## src/hw/vpe_pkg.sv

```systemverilog
// package of constants and types for the voice pitch and envelope block
package vpe_pkg;

    // ==========================================================
    // clock figures
    localparam int unsigned MCLK_HZ       = 250_000_000;  // system clock rate
    localparam int unsigned OSC_CLK_HZ    = 1_000_000;    // oscillator master clock rate
    localparam int unsigned OSC_DIV       = MCLK_HZ / OSC_CLK_HZ;  // mclk cycles per osc tick
    localparam int unsigned NS_PER_MS     = 1_000_000;    // nanoseconds in one millisecond
    localparam int unsigned MCLK_NS       = 4;            // mclk period in ns
    localparam int unsigned MS_CYCLES     = NS_PER_MS / MCLK_NS;  // mclk cycles per ms

    // ==========================================================
    // widths
    localparam int unsigned FREQ_W        = 16;   // frequency word width
    localparam int unsigned ACC_W         = 24;   // phase accumulator width
    localparam int unsigned PHASE_W       = 12;   // phase bits shown outside
    localparam int unsigned LEVEL_W       = 8;    // envelope level width
    localparam int unsigned CODE_W        = 4;    // rate or sustain code width
    localparam int unsigned ADDR_W        = 4;    // register address width
    localparam int unsigned DATA_W        = 8;    // register data width
    localparam int unsigned STEPS         = 255;  // level steps from zero to peak
    localparam int unsigned DR_SCALE      = 3;    // decay and release run three times slower

    // ==========================================================
    // register offsets
    localparam logic [3:0] REG_FREQ_LO    = 4'h0;  // frequency word low byte
    localparam logic [3:0] REG_FREQ_HI    = 4'h1;  // frequency word high byte
    localparam logic [3:0] REG_CTRL       = 4'h2;  // key-on control
    localparam logic [3:0] REG_ATK_DEC    = 4'h3;  // attack and decay codes
    localparam logic [3:0] REG_SUS_REL    = 4'h4;  // sustain level and release code
    localparam logic [3:0] REG_LEVEL      = 4'h5;  // present envelope level, read only
    localparam logic [3:0] REG_PHASE      = 4'h6;  // oscillator phase top byte, read only
    localparam logic [3:0] REG_STATE      = 4'h7;  // envelope phase code, read only

    // ==========================================================
    // field positions
    localparam int unsigned CTRL_KEY_BIT  = 0;  // key-on bit in control
    localparam int unsigned HI_NIB_LSB    = 4;  // attack / sustain nibble
    localparam int unsigned LO_NIB_LSB    = 0;  // decay / release nibble

    // ==========================================================
    // reset values
    localparam logic [7:0] RST_BYTE       = 8'h00;   // all settings clear
    localparam logic [7:0] RST_LEVEL      = 8'h00;   // envelope silent
    localparam logic [7:0] PEAK_LEVEL     = 8'hff;   // envelope peak
    localparam logic [7:0] ZERO_LEVEL     = 8'h00;   // silence

    // ==========================================================
    // attack time in ms per rate code; decay and release take three times this
    localparam int unsigned ATK_MS [16] = '{
        2, 8, 16, 24, 38, 56, 68, 80, 100, 250, 500, 800, 1000, 3000, 5000, 8000
    };

    // ==========================================================
    // envelope phases, one-hot
    typedef enum logic [4:0] {
        VPE_IDLE    = 5'h01,
        VPE_ATTACK  = 5'h02,
        VPE_DECAY   = 5'h04,
        VPE_SUSTAIN = 5'h08,
        VPE_RELEASE = 5'h10
    } vpe_state_t;

endpackage : vpe_pkg

```

## src/hw/vpe_oscillator.sv

```systemverilog
// phase accumulator oscillator stepped by a derived master clock tick
`timescale 1ns/10ps
module vpe_oscillator #(
    parameter int unsigned DIV = vpe_pkg::OSC_DIV  // mclk cycles per master tick
) (
    // clock and reset
    input  wire logic                          mclk,
    input  wire logic                          reset_n,
    input  wire logic                          ce,
    // pitch control
    input  wire logic [vpe_pkg::FREQ_W-1:0]    freq_word,
    // phase out
    output logic      [vpe_pkg::ACC_W-1:0]     phase
);

    // ==========================================================
    // state
    typedef struct packed {
        logic [15:0]                div;  // master tick divider
        logic [vpe_pkg::ACC_W-1:0]  acc;  // phase accumulator
    } vpe_osc_t;

    vpe_osc_t st;       // registered state
    vpe_osc_t next_st;  // next state

    // ==========================================================
    // accumulate the word once per master tick; pitch is word * fclk / 2^24
    always_comb begin
        next_st = st;
        if (st.div == 16'(DIV - 1)) begin
            next_st.div = 16'h0000;
            next_st.acc = st.acc + vpe_pkg::ACC_W'(freq_word);
        end else begin
            next_st.div = st.div + 16'h0001;
        end
    end

    // register, synchronous reset, frozen by clock enable
    always_ff @(posedge mclk) begin
        if (!reset_n) begin
            st <= '0;
        end else if (ce) begin
            st <= next_st;
        end
    end

    assign phase = st.acc;

endmodule : vpe_oscillator

```

## src/hw/vpe_rate_timer.sv

```systemverilog
// step timer: one pulse every period cycles, restartable
`timescale 1ns/10ps
module vpe_rate_timer (
    // clock and reset
    input  wire logic        mclk,
    input  wire logic        reset_n,
    input  wire logic        ce,
    // control
    input  wire logic        restart,
    input  wire logic [31:0] period,
    // output
    output logic             step
);

    // ==========================================================
    // state
    typedef struct packed {
        logic [31:0] cnt;   // cycles left to next step
        logic        step;  // step pulse
    } vpe_tmr_t;

    vpe_tmr_t st;       // registered state
    vpe_tmr_t next_st;  // next state

    // ==========================================================
    // count down; reload on restart or at zero
    always_comb begin
        next_st      = st;
        next_st.step = 1'b0;
        if (restart) begin
            next_st.cnt = period - 32'h1;
        end else if (st.cnt == 32'h0) begin
            next_st.cnt  = period - 32'h1;
            next_st.step = 1'b1;
        end else begin
            next_st.cnt = st.cnt - 32'h1;
        end
    end

    // register, synchronous reset, frozen by clock enable
    always_ff @(posedge mclk) begin
        if (!reset_n) begin
            st <= '0;
        end else if (ce) begin
            st <= next_st;
        end
    end

    assign step = st.step;

endmodule : vpe_rate_timer

```

## src/hw/vpe_voice.sv

```systemverilog
// one voice: register port, pitch oscillator and four-phase envelope
//
// What this block does
// - 1 MHz clock: 3691 gives 220 Hz
// - pitch strictly linear in frequency word
// - attack 10, decay 8, release 9 timings
// - attack 0 about 2 ms, release 0 about 6 ms
// - attack to peak, decay to sustain, release
// - sustain holds until key-on bit clears
// - sustain zero decays to silence after peak
// - key-off during decay releases from present level
//
// Decided for this implementation: the placing of the registers and strobed register access.
`timescale 1ns/10ps
module vpe_voice #(
    parameter int unsigned MS_CYC = vpe_pkg::MS_CYCLES,  // mclk cycles per millisecond
    parameter int unsigned DIV    = vpe_pkg::OSC_DIV     // mclk cycles per master tick
) (
    // clock, reset, enable
    input  wire logic                            mclk,
    input  wire logic                            reset_n,
    input  wire logic                            ce,
    // register port
    input  wire logic [vpe_pkg::ADDR_W-1:0]      reg_addr,
    input  wire logic [vpe_pkg::DATA_W-1:0]      reg_wdata,
    input  wire logic                            reg_wr,
    input  wire logic                            reg_rd,
    output logic      [vpe_pkg::DATA_W-1:0]      reg_rdata,
    // voice outputs
    output logic      [vpe_pkg::PHASE_W-1:0]     osc_phase,
    output logic      [vpe_pkg::LEVEL_W-1:0]     env_level,
    output logic                                 env_busy
);

    // ==========================================================
    // state of the voice
    typedef struct packed {
        logic [15:0]                   freq;      // frequency word
        logic                          key_on;    // key-on setting
        logic                          key_prev;  // key-on one cycle ago
        logic [3:0]                    atk;       // attack rate code
        logic [3:0]                    dec;       // decay rate code
        logic [3:0]                    sus;       // sustain level code
        logic [3:0]                    rel;       // release rate code
        vpe_pkg::vpe_state_t           phase;     // envelope phase
        logic [7:0]                    level;     // envelope level
        logic [7:0]                    rdata;     // read data
        logic [vpe_pkg::PHASE_W-1:0]   osc_out;   // oscillator phase shown outside
        logic                          busy;      // envelope not idle
    } vpe_voice_t;

    vpe_voice_t st;       // registered state
    vpe_voice_t next_st;  // next state

    // ==========================================================
    // oscillator
    logic [vpe_pkg::ACC_W-1:0] acc;  // accumulator value

    vpe_oscillator #(
        .DIV       (DIV)
    ) u_osc (
        .mclk      (mclk),
        .reset_n   (reset_n),
        .ce        (ce),
        .freq_word (st.freq),
        .phase     (acc)
    );

    // ==========================================================
    // step period tables, one entry per rate code
    logic [31:0] atk_per [16];  // attack step period
    logic [31:0] dr_per  [16];  // decay and release step period

    for (genvar g = 0; g < 16; g++) begin : g_per
        // time spread evenly over the steps from zero to peak
        assign atk_per[g] = 32'((64'(vpe_pkg::ATK_MS[g]) * 64'(MS_CYC))
                               / 64'(vpe_pkg::STEPS));
        assign dr_per[g]  = 32'((64'(vpe_pkg::ATK_MS[g]) * 64'(MS_CYC)
                               * 64'(vpe_pkg::DR_SCALE))
                               / 64'(vpe_pkg::STEPS));
    end

    // ==========================================================
    // step timer; restarted on each phase change
    logic        step;      // one level step due
    logic        restart;   // phase changed
    logic [31:0] period;    // period for the present phase

    // pick the rate for the phase being entered or held
    always_comb begin
        unique case (next_st.phase)
            vpe_pkg::VPE_ATTACK:  period = atk_per[next_st.atk];
            vpe_pkg::VPE_DECAY:   period = dr_per[next_st.dec];
            vpe_pkg::VPE_RELEASE: period = dr_per[next_st.rel];
            default:              period = dr_per[next_st.rel];  // idle, sustain: no step
        endcase
    end

    assign restart = (next_st.phase != st.phase);

    vpe_rate_timer u_tmr (
        .mclk    (mclk),
        .reset_n (reset_n),
        .ce      (ce),
        .restart (restart),
        .period  (period),
        .step    (step)
    );

    // ==========================================================
    // registers and envelope sequencing
    logic [7:0] sus_level;  // sustain target, nibble repeated to full scale
    logic       key_rise;   // key-on just set
    logic       key_fall;   // key-on just cleared

    assign sus_level = {st.sus, st.sus};  // zero stays zero: silence

    assign key_rise = st.key_on & ~st.key_prev;
    assign key_fall = ~st.key_on & st.key_prev;

    always_comb begin
        next_st          = st;
        next_st.key_prev = st.key_on;
        next_st.osc_out  = acc[vpe_pkg::ACC_W-1 -: vpe_pkg::PHASE_W];

        // ------------------------------------------------------
        // register writes
        if (reg_wr) begin
            unique case (reg_addr)
                vpe_pkg::REG_FREQ_LO: begin
                    next_st.freq[7:0] = reg_wdata;
                end
                vpe_pkg::REG_FREQ_HI: begin
                    next_st.freq[15:8] = reg_wdata;
                end
                vpe_pkg::REG_CTRL: begin
                    next_st.key_on = reg_wdata[vpe_pkg::CTRL_KEY_BIT];
                end
                vpe_pkg::REG_ATK_DEC: begin
                    next_st.atk = reg_wdata[vpe_pkg::HI_NIB_LSB +: 4];
                    next_st.dec = reg_wdata[vpe_pkg::LO_NIB_LSB +: 4];
                end
                vpe_pkg::REG_SUS_REL: begin
                    next_st.sus = reg_wdata[vpe_pkg::HI_NIB_LSB +: 4];
                    next_st.rel = reg_wdata[vpe_pkg::LO_NIB_LSB +: 4];
                end
                default: begin
                    // read-only or unmapped: ignored
                end
            endcase
        end

        // ------------------------------------------------------
        // register reads: data stand in the next cycle only
        next_st.rdata = 8'h00;
        if (reg_rd) begin
            unique case (reg_addr)
                vpe_pkg::REG_FREQ_LO: next_st.rdata = st.freq[7:0];
                vpe_pkg::REG_FREQ_HI: next_st.rdata = st.freq[15:8];
                vpe_pkg::REG_CTRL:    next_st.rdata = {7'h00, st.key_on};
                vpe_pkg::REG_ATK_DEC: next_st.rdata = {st.atk, st.dec};
                vpe_pkg::REG_SUS_REL: next_st.rdata = {st.sus, st.rel};
                vpe_pkg::REG_LEVEL:   next_st.rdata = st.level;
                vpe_pkg::REG_PHASE:   next_st.rdata = acc[vpe_pkg::ACC_W-1 -: 8];
                vpe_pkg::REG_STATE:   next_st.rdata = {3'h0, st.phase};
                default:              next_st.rdata = 8'h00;  // unmapped reads zero
            endcase
        end

        // ------------------------------------------------------
        // key edges override any phase and keep the present level
        if (key_rise) begin
            next_st.phase = vpe_pkg::VPE_ATTACK;
        end else if (key_fall) begin
            next_st.phase = vpe_pkg::VPE_RELEASE;
        end else if (step) begin
            unique case (st.phase)
                // climb to peak, then head for the sustain level
                vpe_pkg::VPE_ATTACK: begin
                    if (st.level == vpe_pkg::PEAK_LEVEL) begin
                        next_st.phase = vpe_pkg::VPE_DECAY;
                    end else begin
                        next_st.level = st.level + 8'h01;
                    end
                end
                // fall to the sustain level; a zero level falls to silence
                vpe_pkg::VPE_DECAY: begin
                    if (st.level <= sus_level) begin
                        next_st.phase = vpe_pkg::VPE_SUSTAIN;
                    end else begin
                        next_st.level = st.level - 8'h01;
                    end
                end
                // hold as long as the key stays on
                vpe_pkg::VPE_SUSTAIN: begin
                    next_st.level = st.level;
                end
                // fall to silence, then go idle
                vpe_pkg::VPE_RELEASE: begin
                    if (st.level == vpe_pkg::ZERO_LEVEL) begin
                        next_st.phase = vpe_pkg::VPE_IDLE;
                    end else begin
                        next_st.level = st.level - 8'h01;
                    end
                end
                vpe_pkg::VPE_IDLE: begin
                    next_st.level = vpe_pkg::ZERO_LEVEL;
                end
            endcase
        end

        next_st.busy = (next_st.phase != vpe_pkg::VPE_IDLE);
    end

    // register, synchronous reset, frozen by clock enable
    always_ff @(posedge mclk) begin
        if (!reset_n) begin
            st.freq     <= {vpe_pkg::RST_BYTE, vpe_pkg::RST_BYTE};
            st.key_on   <= 1'b0;
            st.key_prev <= 1'b0;
            st.atk      <= 4'h0;
            st.dec      <= 4'h0;
            st.sus      <= 4'h0;
            st.rel      <= 4'h0;
            st.phase    <= vpe_pkg::VPE_IDLE;
            st.level    <= vpe_pkg::RST_LEVEL;
            st.rdata    <= vpe_pkg::RST_BYTE;
            st.osc_out  <= '0;
            st.busy     <= 1'b0;
        end else if (ce) begin
            st <= next_st;
        end
    end

    // ==========================================================
    // outputs straight from flops
    assign reg_rdata = st.rdata;
    assign osc_phase = st.osc_out;
    assign env_level = st.level;
    assign env_busy  = st.busy;

endmodule : vpe_voice

```

## config.mk

```make
export PLATFORM = sky130hd
export DESIGN_NAME = vpe_voice
export DESIGN_NICKNAME = d
export VERILOG_FILES = /design/src/hw/vpe_pkg.sv /design/src/hw/vpe_oscillator.sv /design/src/hw/vpe_rate_timer.sv /design/src/hw/vpe_voice.sv
export SDC_FILE = /design/constraint.sdc
export NUM_CORES = 1
export LEC_CHECK = 0
export ABC_AREA = 1
export BUFFER_PORTS_ARGS = -buffer_cell sky130_fd_sc_hd__buf_2
export CAP_MARGIN = 20
export CORE_MARGIN = 2
export CORE_UTILIZATION = 45
export CTS_CLUSTER_SIZE = 10
export DETAILED_ROUTE_END_ITERATION = 10
export GPL_ROUTABILITY_DRIVEN = 0
export GPL_TIMING_DRIVEN = 0
export SYNTH_ARGS = -nofsm -noshare
export SYNTH_HDL_FRONTEND = slang
export SYNTH_SLANG_ARGS = --single-unit
```

## constraint.sdc

```tcl
create_clock -name mclk -period 7 [get_ports mclk]
set_input_delay 0.35 -clock mclk [delete_from_list [all_inputs] [get_ports mclk]]
set_output_delay 0.35 -clock mclk [all_outputs]
set_load 0.005 [all_outputs]
```

* Yosys cells after proc, flatten, opt, wreduce, memory -nomap -nowiden
Memories as Yosys holds them, arrays and structs flattened. Cells that the tools add are included.
Operators by class: add/subtract/negate cells 6, multipliers 0, divide/modulo/power cells 0, $lt $le $gt $ge 4, eq/ne operators 21, shifts and indexed selects 0, muxes and demuxes 28, bitwise operators 10, reductions and logical operators 9
Operators with widths (count):
- $mux W32 | 8
- $pmux W32 S2 | 1
- $pmux W8 S8 | 1
- $sub A32 B1 Y32 const B | 2
- $mux W8 | 6
- $logic_not A32 Y1 | 1
- $mux W16 | 2
- $pmux W8 S4 | 1
- $mux W5 | 5
- $add A24 B16 Y24 | 1
- $add A16 B1 Y16 const B | 1
- $eq A16 B8 Y1 const B | 1
- $eq A4 B3 Y1 const B | 4
- $ge A5 B5 Y1 const B | 3
- $not A4 Y5 | 3
- $pmux W5 S3 | 1
- $mux W13 | 1
- $reduce_and A3 Y1 | 4
- $eq A5 B2 Y1 const B | 2
- $eq A5 B3 Y1 const B | 2
- $add A8 B1 Y8 const B | 1
- $eq A4 B2 Y1 const B | 2
- $eq A8 B8 Y1 const B | 1
- $le A8 B8 Y1 | 1
- other kinds (15) | 23
Word-level totals: register bits after elaboration 141, bits in latches 0, bits in writable memories 0, memory bits (read-only) 1536, output and inout port bits 29, memories kept 3
Memories:
- (name not given) | depth 16, width 32, rd ports 1, clocked after memory_dff 0, write ports 0, RTL line vpe_voice.sv:95 | default: period = dr_per[next_st.rel];
- (name not given) | depth 16, width 32, rd ports 1, clocked after memory_dff 0, write ports 0, RTL line vpe_voice.sv:93 | vpe_pkg::VPE_DECAY: period = dr_per[next_st.dec];
- (name not given) | depth 16, width 32, rd ports 1, clocked after memory_dff 0, write ports 0, RTL line vpe_voice.sv:92 | vpe_pkg::VPE_ATTACK: period = atk_per[next_st.atk];

* Logic depth before layout (Yosys ltp)
depth after elaboration 11, mapped depth 25, gate-level depth less buffers 25

* By module
From an unflattened synthesis, not the netlist that was laid out.
Second synthesis, totals: cell total of the unflattened synthesis 2045, area total of the unflattened synthesis 12749.7 sq um
By module, submodules not included:
- vpe_voice | instances 1, cells each 982, area each 6283.5 sq um, seq. area each 1361.3 sq um
- vpe_rate_timer | instances 1, cells each 587, area each 3348.2 sq um, seq. area each 660.6 sq um
- vpe_oscillator | instances 1, cells each 476, area each 3118.0 sq um, seq. area each 800.8 sq um

* Least setup slack after synthesis
OpenSTA, ideal clock, no wires.
kind input to register, start point in reg_addr[0] (netlist bit), end point reg u_tmr.st[7] (netlist bit), setup time 0.117 ns, arrival time 2.911 ns, required time 6.883 ns, setup slack 3.972 ns, stages 22, path buffers 0, cell sequence nor2_1 > nand2_2 > inv_2 > nand2_2 > o21ai_0 > inv_1 > ha_1 > inv_1 > a21oi_1 > o21ai_0 > nand2_1 > inv_1 > nor2_1 > nor2_2 > ha_1 > nand2_1 > nor2_2 > nand2_1 > nand2_1 > nand2_1 > a21oi_1 > nor2_1
RTL lines:
- start: declaration | RTL line vpe_voice.sv:24 | input wire logic [vpe_pkg::ADDR_W-1:0] reg_addr,
- end signal: assignment | RTL line vpe_rate_timer.sv:45 | st <= next_st;
- end: declaration | RTL line vpe_rate_timer.sv:22 | vpe_tmr_t st;

==> metrics.yaml <==
global_routing:
  gr-total-overflow: 0
  grt_use_met1: 0.390
  busiest_layer: "met2"
  antenna_found_initial: 0
  grt_start_max_net_pins: 17
  grt_usage: 0.277
  met2_usage: 0.431
  grt_pass1_vias: 9917
  grt_use_met3: 0.0518
  grt_pass1_wl_um: 53300
placed_design:
  io_buffers: 45
  pre_cts_ws_ps: 3120
  place_area_sq_um: 11200
  dp.cells: 1974
  dp_hpwl_um: 26100
logic_synthesis:
  synth_top_area_frac: 0.268
  avgSynthCellArea_sq_um: 6.52
  synth_cells: 1615
  ys_ff_latch: 141
  syn_area_sq_um: 10500
  synth_top_family_by_area: "simple AND/OR/NAND/NOR gates"
  synth_top_area_cell: "dfxtp_1"
  synthXorXnorAreaFrac: 0.0333
  synth_async_sr_flop_share: 0
  synthFlopType: "dfxtp_1"
  synthTopCellsByCount: "317 x nand2_1, 188 x inv_1, 169 x nor2_1, 149 x o21ai_0, 141 x dfxtp_1"
  synthMuxAreaShare: 0
  seq_area_frac_synth: 0.268
  synth-edff-count: 0
  synth_adder_area_share: 0.0715
  syn_nets: 1691
  yosysMostFrequentCell: "nand2_1"
  synth-compound-area-share: 0.223
  yosysWarnings: 0
  yosys.cell_types.count: 62
  synth_simple_gate_area_share: 0.287
  synth_area_leaders: "dfxtp_1 27%, nand2_1 11%, o21ai_0 7.1%"
power:
  power_frac_clock: 0.407
  switchingPower_uw: 736
  switching_share: 0.337
  power.density_nw_per_um2: 186
  ir_drop_uv: 148
  seq_power_share: 0.394
  combPwrFrac: 0.199
  leakagePower_nw: 5.17
  finalPower_mw: 2.18
  p_int_mw: 1.44
route:
  ant_nets: 0
  wl_per_cell_um: 16.7
  post-route-drc-count: 0
  first_pass_iters: 6
  routed_via_density: 5.46
  vias: 10952
  finalWirelength_um: 33400
  drt-initial-drc-count: 1093
setup_path:
  crit_path_end_kind: "flop"
  r2r_end: "u_tmr.st[7]"
  path_depth: 22
  worst-path-buf-inv: 4
  startpoint: "reg_addr[0]"
  critPathKind: "in -> reg"
  cp.required_ps: 7320
  cp_slowest_cell: "o21ai_0"
  cp_cell_sequence: "buf_2 > nand2_1 > nor2_4 > nand2_2 > buf_4 > nand2_1 > nand2_1 > inv_1 > ha_1 > inv_1 > o21ai_0 > o22ai_1 > nand3_1 > nand2_1 > nor2_4 > nand2_1 > nor2_2 > nand2_1 > nand2_1 > nand2_1 > a21oi_1 > nor2_1"
  critPathMaxFanout: 10
  reg2reg_depth: 17
  worst_path_dominant_cell_family: "simple AND/OR/NAND/NOR gates"
  r2r_slack_ps: 3780
  cp_common_cell: "nand2_1"
  r2r_start: "st[46]"
  critPathLaunchType: "primary input"
  cp_data_arrival_time_ps: 3850
  max_stage_delay_ps: 520
hold_path:
  min_to: "u_osc.st[24]"
  hp-class: "in -> reg"
  min_from: "ce"
  whs_path_depth: 3
floorplanning:
  chipHeight_um: 157
  die_area_sq_um: 24600
  rows: 55
  fp.coreArea_sq_um: 22800
  start_util: 0.462
  die_x_um: 157
  io_pins: 46
clock_network:
  hold_buffers: 0
  clk_pin_slew_ps: 70
  cts_resized: 0
  cts_tree: "built"
  cts-root-buf: "clkbuf_16"
  clock_sinks: 141
  cts_buffers: 17
  cts-htree-levels: 4
  cts_buffer_depth: 2
  clock_latency_ps: 430
  post_cts_buffers: 0
finish:
  fin_cells: 2006
  fin_util: 0.515
  nFillCells: 2357
  multi_input_area_sq_um: 6470
  seq_area_sq_um: 2820
  layout-drive-gt1-share: 0.118
  final_area_sq_um: 11700
  area_growth_pct: 11.3
  finalNetCount: 1756
  num_antenna_cells: 0
timing:
  fin_worst_skew_ps: 14.4
  report.final.slew_viol_count: 0
  hold_ws_ps: 242
  max_slew_margin: 0.509
  finalSetupTns_ps: 0
  worstMarginPinSlew_ps: 736
  setup_viol: 0
  layout_setup_ws_ps: 3470
  max_freq_mhz: 284
  rsz0062_at_grt: "no"
  hold_violations: 0
  post-route-period-util: 0.504
  period_minus_slack_ps: 3530
status:
  outcome: "completed"
flow_run:
  max_cap_violations: 0
metal layers:
metal / vias up / share of wire
met4: 0 / 0.020
met5: - / 0
met1: 5021 / 0.48
met2: 383 / 0.44
li1: 5497 / -
met3: 51 / 0.068
kinds of logic (layout without fill, tap and decap cells):
logic type	Yosys count	count (layout)
AOI/OAI and AO/OA	406	406
xor gates and xnor gates	40	40
adders and majority gates	59	59
buffers and inverters	290	368
DFF	141	141
and+or+nand+nor	679	679
placed cells by master, fill, tap and decap left out, drive strengths merged, types with 3 or more instances in the layout:
cell,count
nand2,328
o221ai,9
nand3,87
nand3b,7
o311ai,3
nor2,192
clkinv,7
nor3,21
buf,94
or2,7
ha,57
dfxtp,141
and2,3
xor2,25
clkinvlp,4
o31ai,4
o22ai,19
nor3b,4
o21bai,5
a221oi,3
a211oi,4
o211ai,19
nand4,20
a21oi,131
nor4,7
o21ai,173
inv,210
clkbuf,53
a31oi,16
a21boi,3
and3,3
xnor2,15
o21a,3
final cells by class:
| type | count | area share |
|---|---|---|
| inverters | 207 | 0.0663 |
| clock buffers | 18 | 0.0375 |
| clock inverters | 14 | 0.0108 |
| repair buffers | 46 | 0.0199 |
| multi-input cells | 1184 | 0.552 |
| plain buffers | 83 | 0.0393 |
| flip-flops and latches | 141 | 0.241 |
| well taps | 313 | 0.0334 |
worst reg2reg max path, stage by stage, from the launching register on:
cell     delay [ps]
dfxtp_1         400
nand2_1          70
nand2_1         360
inv_1           240
ha_1            260
or2_2           320
o21ai_0         250
o22ai_1         150
nand3_1         120
nand2_1          90
nor2_4          160
nand2_1         130
nor2_2          190
nand2_1          70
nand2_1          60
nand2_1          80
a21oi_1         130
nor2_1           40
how the worst max path moves through the flow:
stage,to,slack (ps)
5_1_grt,u_tmr.st[7],3150
4_1_cts,u_tmr.st[9],3570
6_report,u_tmr.st[7],3470
2_1_floorplan,u_tmr.st[7],3970
3_3_place_gp,u_tmr.st[7],2810
3_5_place_dp,u_tmr.st[9],3120
power by group through the flow:
| stage | Sequential (mW) | Combinational [mW] | Clock, mW |
|---|---|---|---|
| after floorplan | 0.869 | 0.306 | 0 |
| after global placement | 0.877 | 0.421 | 0 |
| after detailed placement | 0.877 | 0.422 | 0 |
| after CTS | 0.859 | 0.426 | 0.897 |
| after global routing | 0.864 | 0.483 | 0.929 |
| final | 0.860 | 0.433 | 0.887 |
sequential cells by signal, indices dropped and copies added, names as in the netlist:
| name | cells |
|---|---|
| st | 38 |
| u_tmr.st | 32 |
| u_osc.phase | 24 |
| u_osc.st | 16 |
| osc_phase | 12 |
| env_level | 8 |
| reg_rdata | 8 |
| env_busy | 1 |
| next_st | 1 |
| u_tmr.step | 1 |
Note: power is estimated with default switching activity, not from simulation.
